--- src/dcsw_pkg.sv ---
// Package for the disc controller status word block.
// Assumes a single controller clock shared by all sequencer events.
package dcsw_pkg;
	localparam int STAT_W = 16;
	// Status word field positions (bit 0 is the word's LSB here)
	localparam int BIT_ERR_N = 0;
	localparam int BIT_RATE = 1;
	localparam int BIT_CKSUM = 2;
	localparam int BIT_PWR_OFF = 3;
	localparam int BIT_MPAR = 4;
	localparam int BIT_WPROT = 5;
	localparam int BIT_BUSY = 7;
	localparam int BIT_BUF_RDY_N = 8;
	localparam int BIT_EOD = 9;
	localparam int BIT_EOF = 10;
	localparam int BIT_EOR = 11;
	localparam logic [15:0] STAT_RESET = 16'h0101;
	// Terminate command bit that flags a memory parity abort
	localparam int TERM_MPAR_BIT = 7;

	// Events reported by the sequencers and command decoder
	typedef struct packed {
		logic xfer_start;
		logic is_write;
		logic eod_mark;
		logic eof_mark;
		logic xfer_done;
		logic rate_fault;
		logic cksum_fault;
		logic rd_sector_end;
		logic rd_eor;
		logic rd_eod;
		logic rd_eof;
		logic terminate;
		logic [15:0] term_word;
	} dcsw_evt_t;

	typedef enum logic [2:0] {
		ST_IDLE = 3'b001,
		ST_XFER = 3'b010,
		ST_FILL = 3'b100
	} dcsw_state_t;
endpackage : dcsw_pkg

--- src/dcsw_status.sv ---
// Status word register bank of the fixed-head disc controller.
// Assumes sequencer events are single-cycle pulses on ref_clk.
//
// Overview of operation
// - Bit 0 low when bits 1-4 set
// - Rate fault sets bit 1, stops transfer
// - Write rate fault pads sector with zeros
// - Checksum fault sets bit 2, stops read
// - Unit power off sets bit 3
// - Memory parity abort sets bit 4
// - Protected track sets bit 5
// - Bit 7 set while transfer executing
// - Head select leaves busy unchanged
// - Bit 8 low when buffer ready
// - Bit 9 reports end-of-device mark
// - Bit 10 reports end-of-file mark
// - Bit 11 reports end of record
// - Read/write accept clears old status
// - Terminate with bit 7 sets bit 4
// - Unit select keeps status, not busy
// - Status word driven on status read
`timescale 1ns/1ps
module dcsw_status (
	input wire logic ref_clk,
	input wire logic nrst,
	input wire dcsw_pkg::dcsw_evt_t evt,
	input wire logic head_select,
	input wire logic unit_select,
	input wire logic unit_power_off,
	input wire logic track_protected,
	input wire logic buffer_avail,
	input wire logic sector_end,
	input wire logic status_input_instruction,
	output logic [15:0] status_data,
	output logic status_valid,
	output logic stop_transfer,
	output logic fill_zeros,
	output logic [15:0] disc_status_word
);
	dcsw_pkg::dcsw_state_t state_q;
	logic rate_fault_flag;
	logic checksum_fault_flag;
	logic memory_parity_abort_flag;
	logic end_of_device_flag;
	logic end_of_file_flag;
	logic end_of_record_flag;
	logic wr_q;
	logic eod_req_q;
	logic eof_req_q;
	logic [15:0] status_q;
	logic clr;
	logic term_mpar;

	// Shared by the word assembly and the summary checks
	function automatic logic err_any(
		input logic rate,
		input logic cksum,
		input logic pwr_off,
		input logic mpar
	);
		return rate || cksum || pwr_off || mpar;
	endfunction : err_any

	// Only a read or write accept clears; head and unit select never reach here
	assign clr = evt.xfer_start;
	assign term_mpar = evt.terminate && evt.term_word[dcsw_pkg::TERM_MPAR_BIT];

	// Transfer sequencing: busy covers transfer and zero padding
	always_ff @(posedge ref_clk) begin
		if (!nrst) begin
			state_q <= dcsw_pkg::ST_IDLE;
		end else begin
			case (state_q)
				dcsw_pkg::ST_IDLE: begin
					if (evt.xfer_start)
						state_q <= dcsw_pkg::ST_XFER;
				end
				dcsw_pkg::ST_XFER: begin
					if (evt.rate_fault && wr_q)
						state_q <= dcsw_pkg::ST_FILL;
					else if (evt.xfer_done)
						state_q <= dcsw_pkg::ST_IDLE;
				end
				dcsw_pkg::ST_FILL: begin
					if (sector_end)
						state_q <= dcsw_pkg::ST_IDLE;
				end
				default: state_q <= dcsw_pkg::ST_IDLE;
			endcase
		end
	end

	always_ff @(posedge ref_clk) begin
		if (!nrst) begin
			wr_q <= 1'b0;
			eod_req_q <= 1'b0;
			eof_req_q <= 1'b0;
		end else if (evt.xfer_start) begin
			wr_q <= evt.is_write;
			eod_req_q <= evt.is_write && evt.eod_mark;
			eof_req_q <= evt.is_write && evt.eof_mark;
		end
	end

	// Stop pulse for the sequencers; padding continues in fill state
	assign stop_transfer = (state_q == dcsw_pkg::ST_XFER) &&
		(evt.rate_fault || (evt.cksum_fault && !wr_q));
	assign fill_zeros = (state_q == dcsw_pkg::ST_FILL);

	// Error flags: a set in the clearing cycle still wins
	always_ff @(posedge ref_clk) begin
		if (!nrst) begin
			rate_fault_flag <= 1'b0;
			checksum_fault_flag <= 1'b0;
			memory_parity_abort_flag <= 1'b0;
		end else begin
			if (evt.rate_fault)
				rate_fault_flag <= 1'b1;
			else if (clr)
				rate_fault_flag <= 1'b0;
			if (evt.cksum_fault && !wr_q)
				checksum_fault_flag <= 1'b1;
			else if (clr)
				checksum_fault_flag <= 1'b0;
			if (term_mpar)
				memory_parity_abort_flag <= 1'b1;
			else if (clr)
				memory_parity_abort_flag <= 1'b0;
		end
	end

	// Record marks from reads, or from the completed write
	always_ff @(posedge ref_clk) begin
		if (!nrst) begin
			end_of_device_flag <= 1'b0;
			end_of_file_flag <= 1'b0;
			end_of_record_flag <= 1'b0;
		end else begin
			if (evt.xfer_done && wr_q) begin
				end_of_device_flag <= eod_req_q;
				end_of_file_flag <= eof_req_q;
				end_of_record_flag <= 1'b1;
			end else if (evt.rd_sector_end && !wr_q) begin
				end_of_device_flag <= evt.rd_eod;
				end_of_file_flag <= evt.rd_eof;
				end_of_record_flag <= evt.rd_eor;
			end else if (clr) begin
				end_of_device_flag <= 1'b0;
				end_of_file_flag <= 1'b0;
				end_of_record_flag <= 1'b0;
			end
		end
	end

	// Assembled word; power-off and protection are live levels
	always_comb begin
		disc_status_word = 16'h0000;
		disc_status_word[dcsw_pkg::BIT_RATE] = rate_fault_flag;
		disc_status_word[dcsw_pkg::BIT_CKSUM] = checksum_fault_flag;
		disc_status_word[dcsw_pkg::BIT_PWR_OFF] = unit_power_off;
		disc_status_word[dcsw_pkg::BIT_MPAR] = memory_parity_abort_flag;
		disc_status_word[dcsw_pkg::BIT_ERR_N] =
			!err_any(rate_fault_flag, checksum_fault_flag, unit_power_off, memory_parity_abort_flag);
		disc_status_word[dcsw_pkg::BIT_WPROT] = track_protected;
		disc_status_word[dcsw_pkg::BIT_BUSY] = (state_q != dcsw_pkg::ST_IDLE);
		disc_status_word[dcsw_pkg::BIT_BUF_RDY_N] = !buffer_avail;
		disc_status_word[dcsw_pkg::BIT_EOD] = end_of_device_flag;
		disc_status_word[dcsw_pkg::BIT_EOF] = end_of_file_flag;
		disc_status_word[dcsw_pkg::BIT_EOR] = end_of_record_flag;
	end

	// Captured on the status read instruction cycle; valid and driven the next cycle
	always_ff @(posedge ref_clk) begin
		if (!nrst) begin
			status_q <= dcsw_pkg::STAT_RESET;
			status_valid <= 1'b0;
		end else begin
			status_valid <= status_input_instruction;
			if (status_input_instruction)
				status_q <= disc_status_word;
		end
	end
	assign status_data = status_q;

	AST_ERR_SUM: assert property (@(posedge ref_clk) disable iff (!nrst)
		err_any(rate_fault_flag, checksum_fault_flag, unit_power_off, memory_parity_abort_flag)
		|-> !disc_status_word[dcsw_pkg::BIT_ERR_N]) else $error("error summary not low");
	AST_RATE_SET: assert property (@(posedge ref_clk) disable iff (!nrst)
		evt.rate_fault |=> rate_fault_flag) else $error("rate fault not recorded");
	AST_FILL: assert property (@(posedge ref_clk) disable iff (!nrst)
		(state_q == dcsw_pkg::ST_XFER && wr_q && evt.rate_fault) |=> fill_zeros) else $error("no zero fill");
	AST_CKSUM_STOP: assert property (@(posedge ref_clk) disable iff (!nrst)
		(state_q == dcsw_pkg::ST_XFER && !wr_q && evt.cksum_fault) |-> stop_transfer ##1 checksum_fault_flag)
		else $error("checksum fault handling wrong");
	AST_MPAR: assert property (@(posedge ref_clk) disable iff (!nrst)
		term_mpar |=> disc_status_word[4] && !disc_status_word[0]) else $error("parity abort not shown");
	AST_BUSY: assert property (@(posedge ref_clk) disable iff (!nrst)
		(evt.xfer_start && state_q == dcsw_pkg::ST_IDLE) |=> disc_status_word[7]) else $error("busy not set");
	AST_HEAD_SEL: assert property (@(posedge ref_clk) disable iff (!nrst)
		((head_select || unit_select) && !evt.xfer_start && state_q == dcsw_pkg::ST_IDLE)
		|=> !disc_status_word[7]) else $error("select made device busy");
	AST_WR_EOR: assert property (@(posedge ref_clk) disable iff (!nrst)
		(evt.xfer_done && wr_q) |=> end_of_record_flag) else $error("end of record missing after write");
	AST_CLEAR: assert property (@(posedge ref_clk) disable iff (!nrst)
		(clr && !evt.rate_fault) |=> !rate_fault_flag) else $error("status not cleared");
	AST_UNUSED: assert property (@(posedge ref_clk) disable iff (!nrst)
		disc_status_word[6] == 1'b0 && disc_status_word[15:12] == 4'h0) else $error("unused bits nonzero");
	AST_RD: assert property (@(posedge ref_clk) disable iff (!nrst)
		status_input_instruction |=> status_valid && status_data == $past(disc_status_word))
		else $error("status read wrong");

	AST_ERR_CLEAR: assert property (@(posedge ref_clk) disable iff (!nrst)
		!err_any(rate_fault_flag, checksum_fault_flag, unit_power_off, memory_parity_abort_flag)
		|-> disc_status_word[dcsw_pkg::BIT_ERR_N])
		else $error("error summary low without error");

	AST_RATE_STOP: assert property (@(posedge ref_clk) disable iff (!nrst)
		(state_q == dcsw_pkg::ST_XFER && evt.rate_fault)
		|-> stop_transfer)
		else $error("rate fault did not stop transfer");

	AST_FILL_HOLD: assert property (@(posedge ref_clk) disable iff (!nrst)
		(fill_zeros && !sector_end)
		|=> fill_zeros)
		else $error("zero fill ended before sector end");

	AST_FILL_END: assert property (@(posedge ref_clk) disable iff (!nrst)
		(fill_zeros && sector_end)
		|=> !fill_zeros && !disc_status_word[dcsw_pkg::BIT_BUSY])
		else $error("zero fill did not end at sector end");

	AST_CKSUM_CLR: assert property (@(posedge ref_clk) disable iff (!nrst)
		(clr && !(evt.cksum_fault && !wr_q))
		|=> !checksum_fault_flag)
		else $error("checksum fault not cleared");

	AST_PWR_RD: assert property (@(posedge ref_clk) disable iff (!nrst)
		status_input_instruction
		|=> status_data[dcsw_pkg::BIT_PWR_OFF] == $past(unit_power_off))
		else $error("power off bit wrong in read word");

	AST_MPAR_CLR: assert property (@(posedge ref_clk) disable iff (!nrst)
		(clr && !term_mpar)
		|=> !memory_parity_abort_flag)
		else $error("parity abort not cleared");

	AST_WPROT_RD: assert property (@(posedge ref_clk) disable iff (!nrst)
		status_input_instruction
		|=> status_data[dcsw_pkg::BIT_WPROT] == $past(track_protected))
		else $error("protect bit wrong in read word");

	AST_BUSY_HOLD: assert property (@(posedge ref_clk) disable iff (!nrst)
		(state_q == dcsw_pkg::ST_XFER && !evt.xfer_done)
		|=> disc_status_word[dcsw_pkg::BIT_BUSY])
		else $error("busy dropped during transfer");

	AST_BUSY_END: assert property (@(posedge ref_clk) disable iff (!nrst)
		(state_q == dcsw_pkg::ST_XFER && evt.xfer_done && !(evt.rate_fault && wr_q))
		|=> !disc_status_word[dcsw_pkg::BIT_BUSY])
		else $error("busy stuck after transfer");

	AST_BUF_RDY: assert property (@(posedge ref_clk) disable iff (!nrst)
		status_input_instruction
		|=> status_data[dcsw_pkg::BIT_BUF_RDY_N] == !$past(buffer_avail))
		else $error("buffer ready bit wrong in read word");

	AST_WR_EOD: assert property (@(posedge ref_clk) disable iff (!nrst)
		(evt.xfer_done && wr_q)
		|=> end_of_device_flag == $past(eod_req_q))
		else $error("end of device wrong after write");

	AST_RD_EOD: assert property (@(posedge ref_clk) disable iff (!nrst)
		(evt.rd_sector_end && !wr_q)
		|=> end_of_device_flag == $past(evt.rd_eod))
		else $error("end of device wrong after read");

	AST_WR_EOF: assert property (@(posedge ref_clk) disable iff (!nrst)
		(evt.xfer_done && wr_q)
		|=> end_of_file_flag == $past(eof_req_q))
		else $error("end of file wrong after write");

	AST_RD_EOF: assert property (@(posedge ref_clk) disable iff (!nrst)
		(evt.rd_sector_end && !wr_q)
		|=> end_of_file_flag == $past(evt.rd_eof))
		else $error("end of file wrong after read");

	AST_RD_EOR: assert property (@(posedge ref_clk) disable iff (!nrst)
		(evt.rd_sector_end && !wr_q)
		|=> end_of_record_flag == $past(evt.rd_eor))
		else $error("end of record wrong after read");

	AST_CLR_MARKS: assert property (@(posedge ref_clk) disable iff (!nrst)
		(clr && !evt.rd_sector_end && !evt.xfer_done)
		|=> !end_of_device_flag && !end_of_file_flag && !end_of_record_flag)
		else $error("record marks not cleared");

	AST_SEL_KEEP: assert property (@(posedge ref_clk) disable iff (!nrst)
		(unit_select && !evt.xfer_start && !evt.rate_fault && !evt.cksum_fault && !evt.terminate)
		|=> $stable(rate_fault_flag) && $stable(checksum_fault_flag) && $stable(memory_parity_abort_flag))
		else $error("unit select changed status");

	AST_VALID_LOW: assert property (@(posedge ref_clk) disable iff (!nrst)
		!status_input_instruction
		|=> !status_valid)
		else $error("answer without status read");

	AST_RD_HOLD: assert property (@(posedge ref_clk) disable iff (!nrst)
		!status_input_instruction
		|=> $stable(status_data))
		else $error("read word changed without status read");
endmodule : dcsw_status

--- config.mk ---
export PLATFORM = sky130hd
export DESIGN_NAME = dcsw_status
export DESIGN_NICKNAME = d
export VERILOG_FILES = /design/src/dcsw_pkg.sv /design/src/dcsw_status.sv
export SDC_FILE = /design/constraint.sdc
export NUM_CORES = 1
export LEC_CHECK = 0
export ABC_AREA = 1
export BUFFER_PORTS_ARGS = -buffer_cell sky130_fd_sc_hd__buf_2
export CAP_MARGIN = 25
export CORE_MARGIN = 8
export CORE_UTILIZATION = 44
export DETAILED_ROUTE_END_ITERATION = 8
export GPL_TIMING_DRIVEN = 0
export PLACE_DENSITY_LB_ADDON = 0.1
export SKIP_CTS_REPAIR_TIMING = 1
export SLEW_MARGIN = 0
export SYNTH_ARGS = -nofsm -noshare
export SYNTH_HDL_FRONTEND = slang
export SYNTH_SLANG_ARGS = --single-unit
--- constraint.sdc ---
create_clock -name ref_clk -period 1.96 [get_ports ref_clk]
set_input_delay 0.392 -clock ref_clk [delete_from_list [all_inputs] [get_ports ref_clk]]
set_output_delay 0.392 -clock ref_clk [all_outputs]
set_load 0.01 [all_outputs]
==> metrics.sh <==
GRT_USE_TOTAL=0.1223
YOSYSTOPAREACELL='sky130_fd_sc_hd__dfxtp_1'
TIMING.CRITICAL_PATH.SLOWEST_CELL_DELAY_PS=400
MAX_FREQ_MHz=616.7
FILLERINSTANCES=251
IO_PINS=72
DIEHEIGHT_UM=66.25
CTS-ROOT-BUF='sky130_fd_sc_hd__clkbuf_4'
CHIPWIDTH_UM=66.25
IO_BUFFERS=44
NETLIST_AREA_MM2=0.001111
RSZ0062_AT_GRT='false'
FINAL_CYCLE_UTILIZATION_OF_THE_CRITICAL_PATH=0.8273
TOTAL_DRC_ERRORS_IN_THE_ROUTED_LAYOUT=0
ANTENNA_CELLS_INSERTED=0
GRT_USE_MET3=0.03559
GRT_REMAINING_OVERFLOW=0
SYNTHESIS.AREA_PER_INSTANCE_UM2=7.407
YOSYSWARNINGCOUNT=0
DETAILEDROUTE.FIRSTPASSITERATIONCOUNT=4
TRITONCTS_NUM_SINKS=24
USE_MET2=0.2014
ANTENNA_FOUND_INITIAL=0
WORSTSETUPENDPOINTTYPE='output port'
CP-ENDPOINT='stop_transfer'
FIN_CRIT_PS=1621
CORE_AREA_MM2=0.002432
DIE_AREA_MM2=0.004389
WORST_HOLD_PATH_TYPE='in2reg'
TOP_USAGE_LAYER='met2'
INITIAL_CORE_UTIL=0.4568
WORSTSETUPSTARTPOINT='wr_q'
ASYNC_FLOP_SHARE=0
REGTOREGENDPOINT='state_q[0]'
DETAIL_ROUTE.ITER0.VIOLATIONS=43
TIMING.MAX_CAP.VIOLATIONS=0
WORSTSETUPSTARTPOINTTYPE='flop'
GRT_START_MAX_NET_PINS=15
ROUTE.FINAL.WIRE_LENGTH_UM=2599
GRT_PASS1_WL_UM=4319
GPL_CONGESTION=0.7543
SYNTH_TOP_AREA_SHARE=0.4324
POSTROUTEANTENNANETS=0
DRT-VIAS-PER-INSTANCE=4.527
WORSTREG2REGSTART='state_q[0]'
WORST_HOLD_SLACK_PS=269.7
HTREE_LEVELS=1
SETUP_TNS_PS=0
TRITONCTS='built'
SYNTH.DISTINCT_CELLS=21
SYNTH_TOP_CELLS_BY_AREA='sky130_fd_sc_hd__dfxtp_1 43%, sky130_fd_sc_hd__buf_4 12%, sky130_fd_sc_hd__nand2_1 7.1%'
P_PER_AREA_mW_PER_MM2=795.0
WORST_SETUP_HOLD_PATH_CLK_SLEW_PS=140
SYNTH_TOP_FLOP_CELL='sky130_fd_sc_hd__dfxtp_1'
AREA_GROWTH_SYN_TO_LAYOUT_PCT=30.97
P_LEAK_nW=0.7852
FINISH.NET_COUNT=245
WORSTSETUPPATHTYPE='reg2out'
FF_TO_FF_PATH_DEPTH=7
GRT_USE_MET1=0.1420
YOSYS-TOP-CELLS-COUNT='24 x sky130_fd_sc_hd__dfxtp_1, 21 x sky130_fd_sc_hd__nand2_1, 21 x sky130_fd_sc_hd__nor2_1'
WORSTSKEWPAIRLATENCY_PS=310
VIA_COUNT_OF_THE_ROUTED_DESIGN=1073
SYNTH.FF_LATCH_COUNT=24
SYNTHMOSTINSTANTIATEDCELL='sky130_fd_sc_hd__dfxtp_1'
FIN_SKEW_PS=10.00
WORST-ENDPOINT-REQUIRED_PS=1570
YOSYSSEQAREASHARE=0.4324
ROUTED_WIRE_LENGTH_PER_INSTANCE_UM=10.97
CP.ARRIVAL_PS=1230
TIMING.FINAL.MAX_SLEW_VIOLATIONS=0
CRIT_PATH_MAX_FANOUT=7
HOLD_VIOL_FINAL=0
CRIT_CHAIN='inv_2 > nand2_1 > a21oi_1 > buf_2'
GRT_PASS1_VIAS=986
POST-DP-HPWL_UM=2129
CRITICAL_PATH.SLOWEST_CELL='sky130_fd_sc_hd__dfxtp_1'
LAYOUT-DRIVE-GT1-SHARE=0.3720
NUMCTSBUFFERS=3
TIMING.FINAL.SETUP_VIOLATIONS=0
NETLIST_INSTANCES=150
REG2REG_SLACK_PS=980
SYNTH_EDF_COUNT=0
CLOCKBUFFERDEPTH=2
POWER.IR.VDD_WORST_mV=0.4577
FP-ROW-COUNT=18
OUTCOME='completed'
[metal layers]
layer  routed length, um  part of all wire  vias to the layer above
met2                1239              0.48                       32
met5                   0                 0                        -
li1                    -                 -                      570
met4                  15            0.0058                        0
met3                 244             0.094                        2
met1                1100              0.42                      469
[sequential cells by signal (all words and copies together) (netlist names)]
signal                    cells
status_data                  11
status_valid                  1
eof_req_q                     1
checksum_fault_flag           1
memory_parity_abort_flag      1
rate_fault_flag               1
end_of_device_flag            1
wr_q                          1
state_q                       3
eod_req_q                     1
end_of_file_flag              1
end_of_record_flag            1
[placed cells by master (no fill, tap or decap)]
cell type                   netlist  final
sky130_fd_sc_hd__clkbuf_4         0      3
sky130_fd_sc_hd__o21ai_2          1      1
sky130_fd_sc_hd__nand2_4          1      1
sky130_fd_sc_hd__conb_1           1     10
sky130_fd_sc_hd__buf_2            3     47
sky130_fd_sc_hd__buf_1            1      1
sky130_fd_sc_hd__nand2_1         21     21
sky130_fd_sc_hd__nor4_2           1      1
sky130_fd_sc_hd__nor2_1          21     21
sky130_fd_sc_hd__inv_2            3      3
sky130_fd_sc_hd__buf_4           18     18
sky130_fd_sc_hd__a31oi_1          3      3
sky130_fd_sc_hd__nand2_2          1      1
sky130_fd_sc_hd__bufinv_16        0      1
sky130_fd_sc_hd__inv_1           11     11
sky130_fd_sc_hd__nor2_2           1      1
sky130_fd_sc_hd__a21oi_1         12     12
sky130_fd_sc_hd__nand4_1          4      4
sky130_fd_sc_hd__nand3_1         11     11
sky130_fd_sc_hd__dfxtp_1         24     24
sky130_fd_sc_hd__clkbuf_1         1      1
sky130_fd_sc_hd__nor3_1           1      1
sky130_fd_sc_hd__o21ai_0         10     10
[metrics by stage]
step / cell area, um2 / setup WS (ps) / std cells / power (mW) / util
2_1_floorplan: 1145 / 809.4 / 159 / 0.7248 / -
3_3_place_gp: 1403 / 676.3 / 233 / 0.8083 / 0.5766
3_5_place_dp: 1403 / 689.8 / 233 / 0.8118 / 0.5766
4_1_cts: 1455 / 318.4 / 237 / 1.166 / 0.5983
5_1_grt: 1455 / 238.7 / 237 / 1.227 / 0.5983
6_report: 1455 / 338.5 / 237 / 1.157 / 0.5983
[cell families after synthesis]
| logic type | synth area share |
|---|---|
| other | 0.003375 |
| AOI/OAI and AO/OA | 0.1239 |
| DFF | 0.4324 |
| buffers and inverters | 0.1892 |
| and+or+nand+nor | 0.2511 |
[critical path, delay by kind of cell (launching register included)]
kind / cells / cell delay [ps]
compound gates: 1 / 140
flops: 1 / 400
simple gates: 1 / 90
buf+inv: 2 / 280
[power by group]
group | leakage (nW) | switching (mW) | internal (mW) | total (mW)
clock network | 0.0279 | 0.150 | 0.207 | 0.357
registers | 0.199 | 0.0293 | 0.525 | 0.554
logic | 0.559 | 0.137 | 0.109 | 0.246
total | 0.785 | 0.316 | 0.841 | 1.16
[worst min path at each step]
stage              startpoint             end  slack [ps]  cells after the start
2_1_floorplan       eod_req_q       eod_req_q         440                      2
3_3_place_gp   status_data[0]  status_data[0]         450                      2
3_5_place_dp        eod_req_q       eod_req_q         460                      2
4_1_cts          buffer_avail  status_data[8]         260                      2
5_1_grt          buffer_avail  status_data[8]         270                      2
6_report         buffer_avail  status_data[8]         270                      2
[final cells by class]
cell class              instances  area [um2]  share of cell area
clock inverters                 1       30.03             0.02064
multi-input cells              98       454.2              0.3121
inverters                      14       52.55             0.03611
clock buffers                   3       22.52             0.01548
repair buffers                 44       220.2              0.1513
well taps                      30       37.54             0.02580
plain buffers                  23       157.7              0.1083
flip-flops and latches         24       480.5              0.3302
No activity file was read; power rests on OpenSTA's default activity.
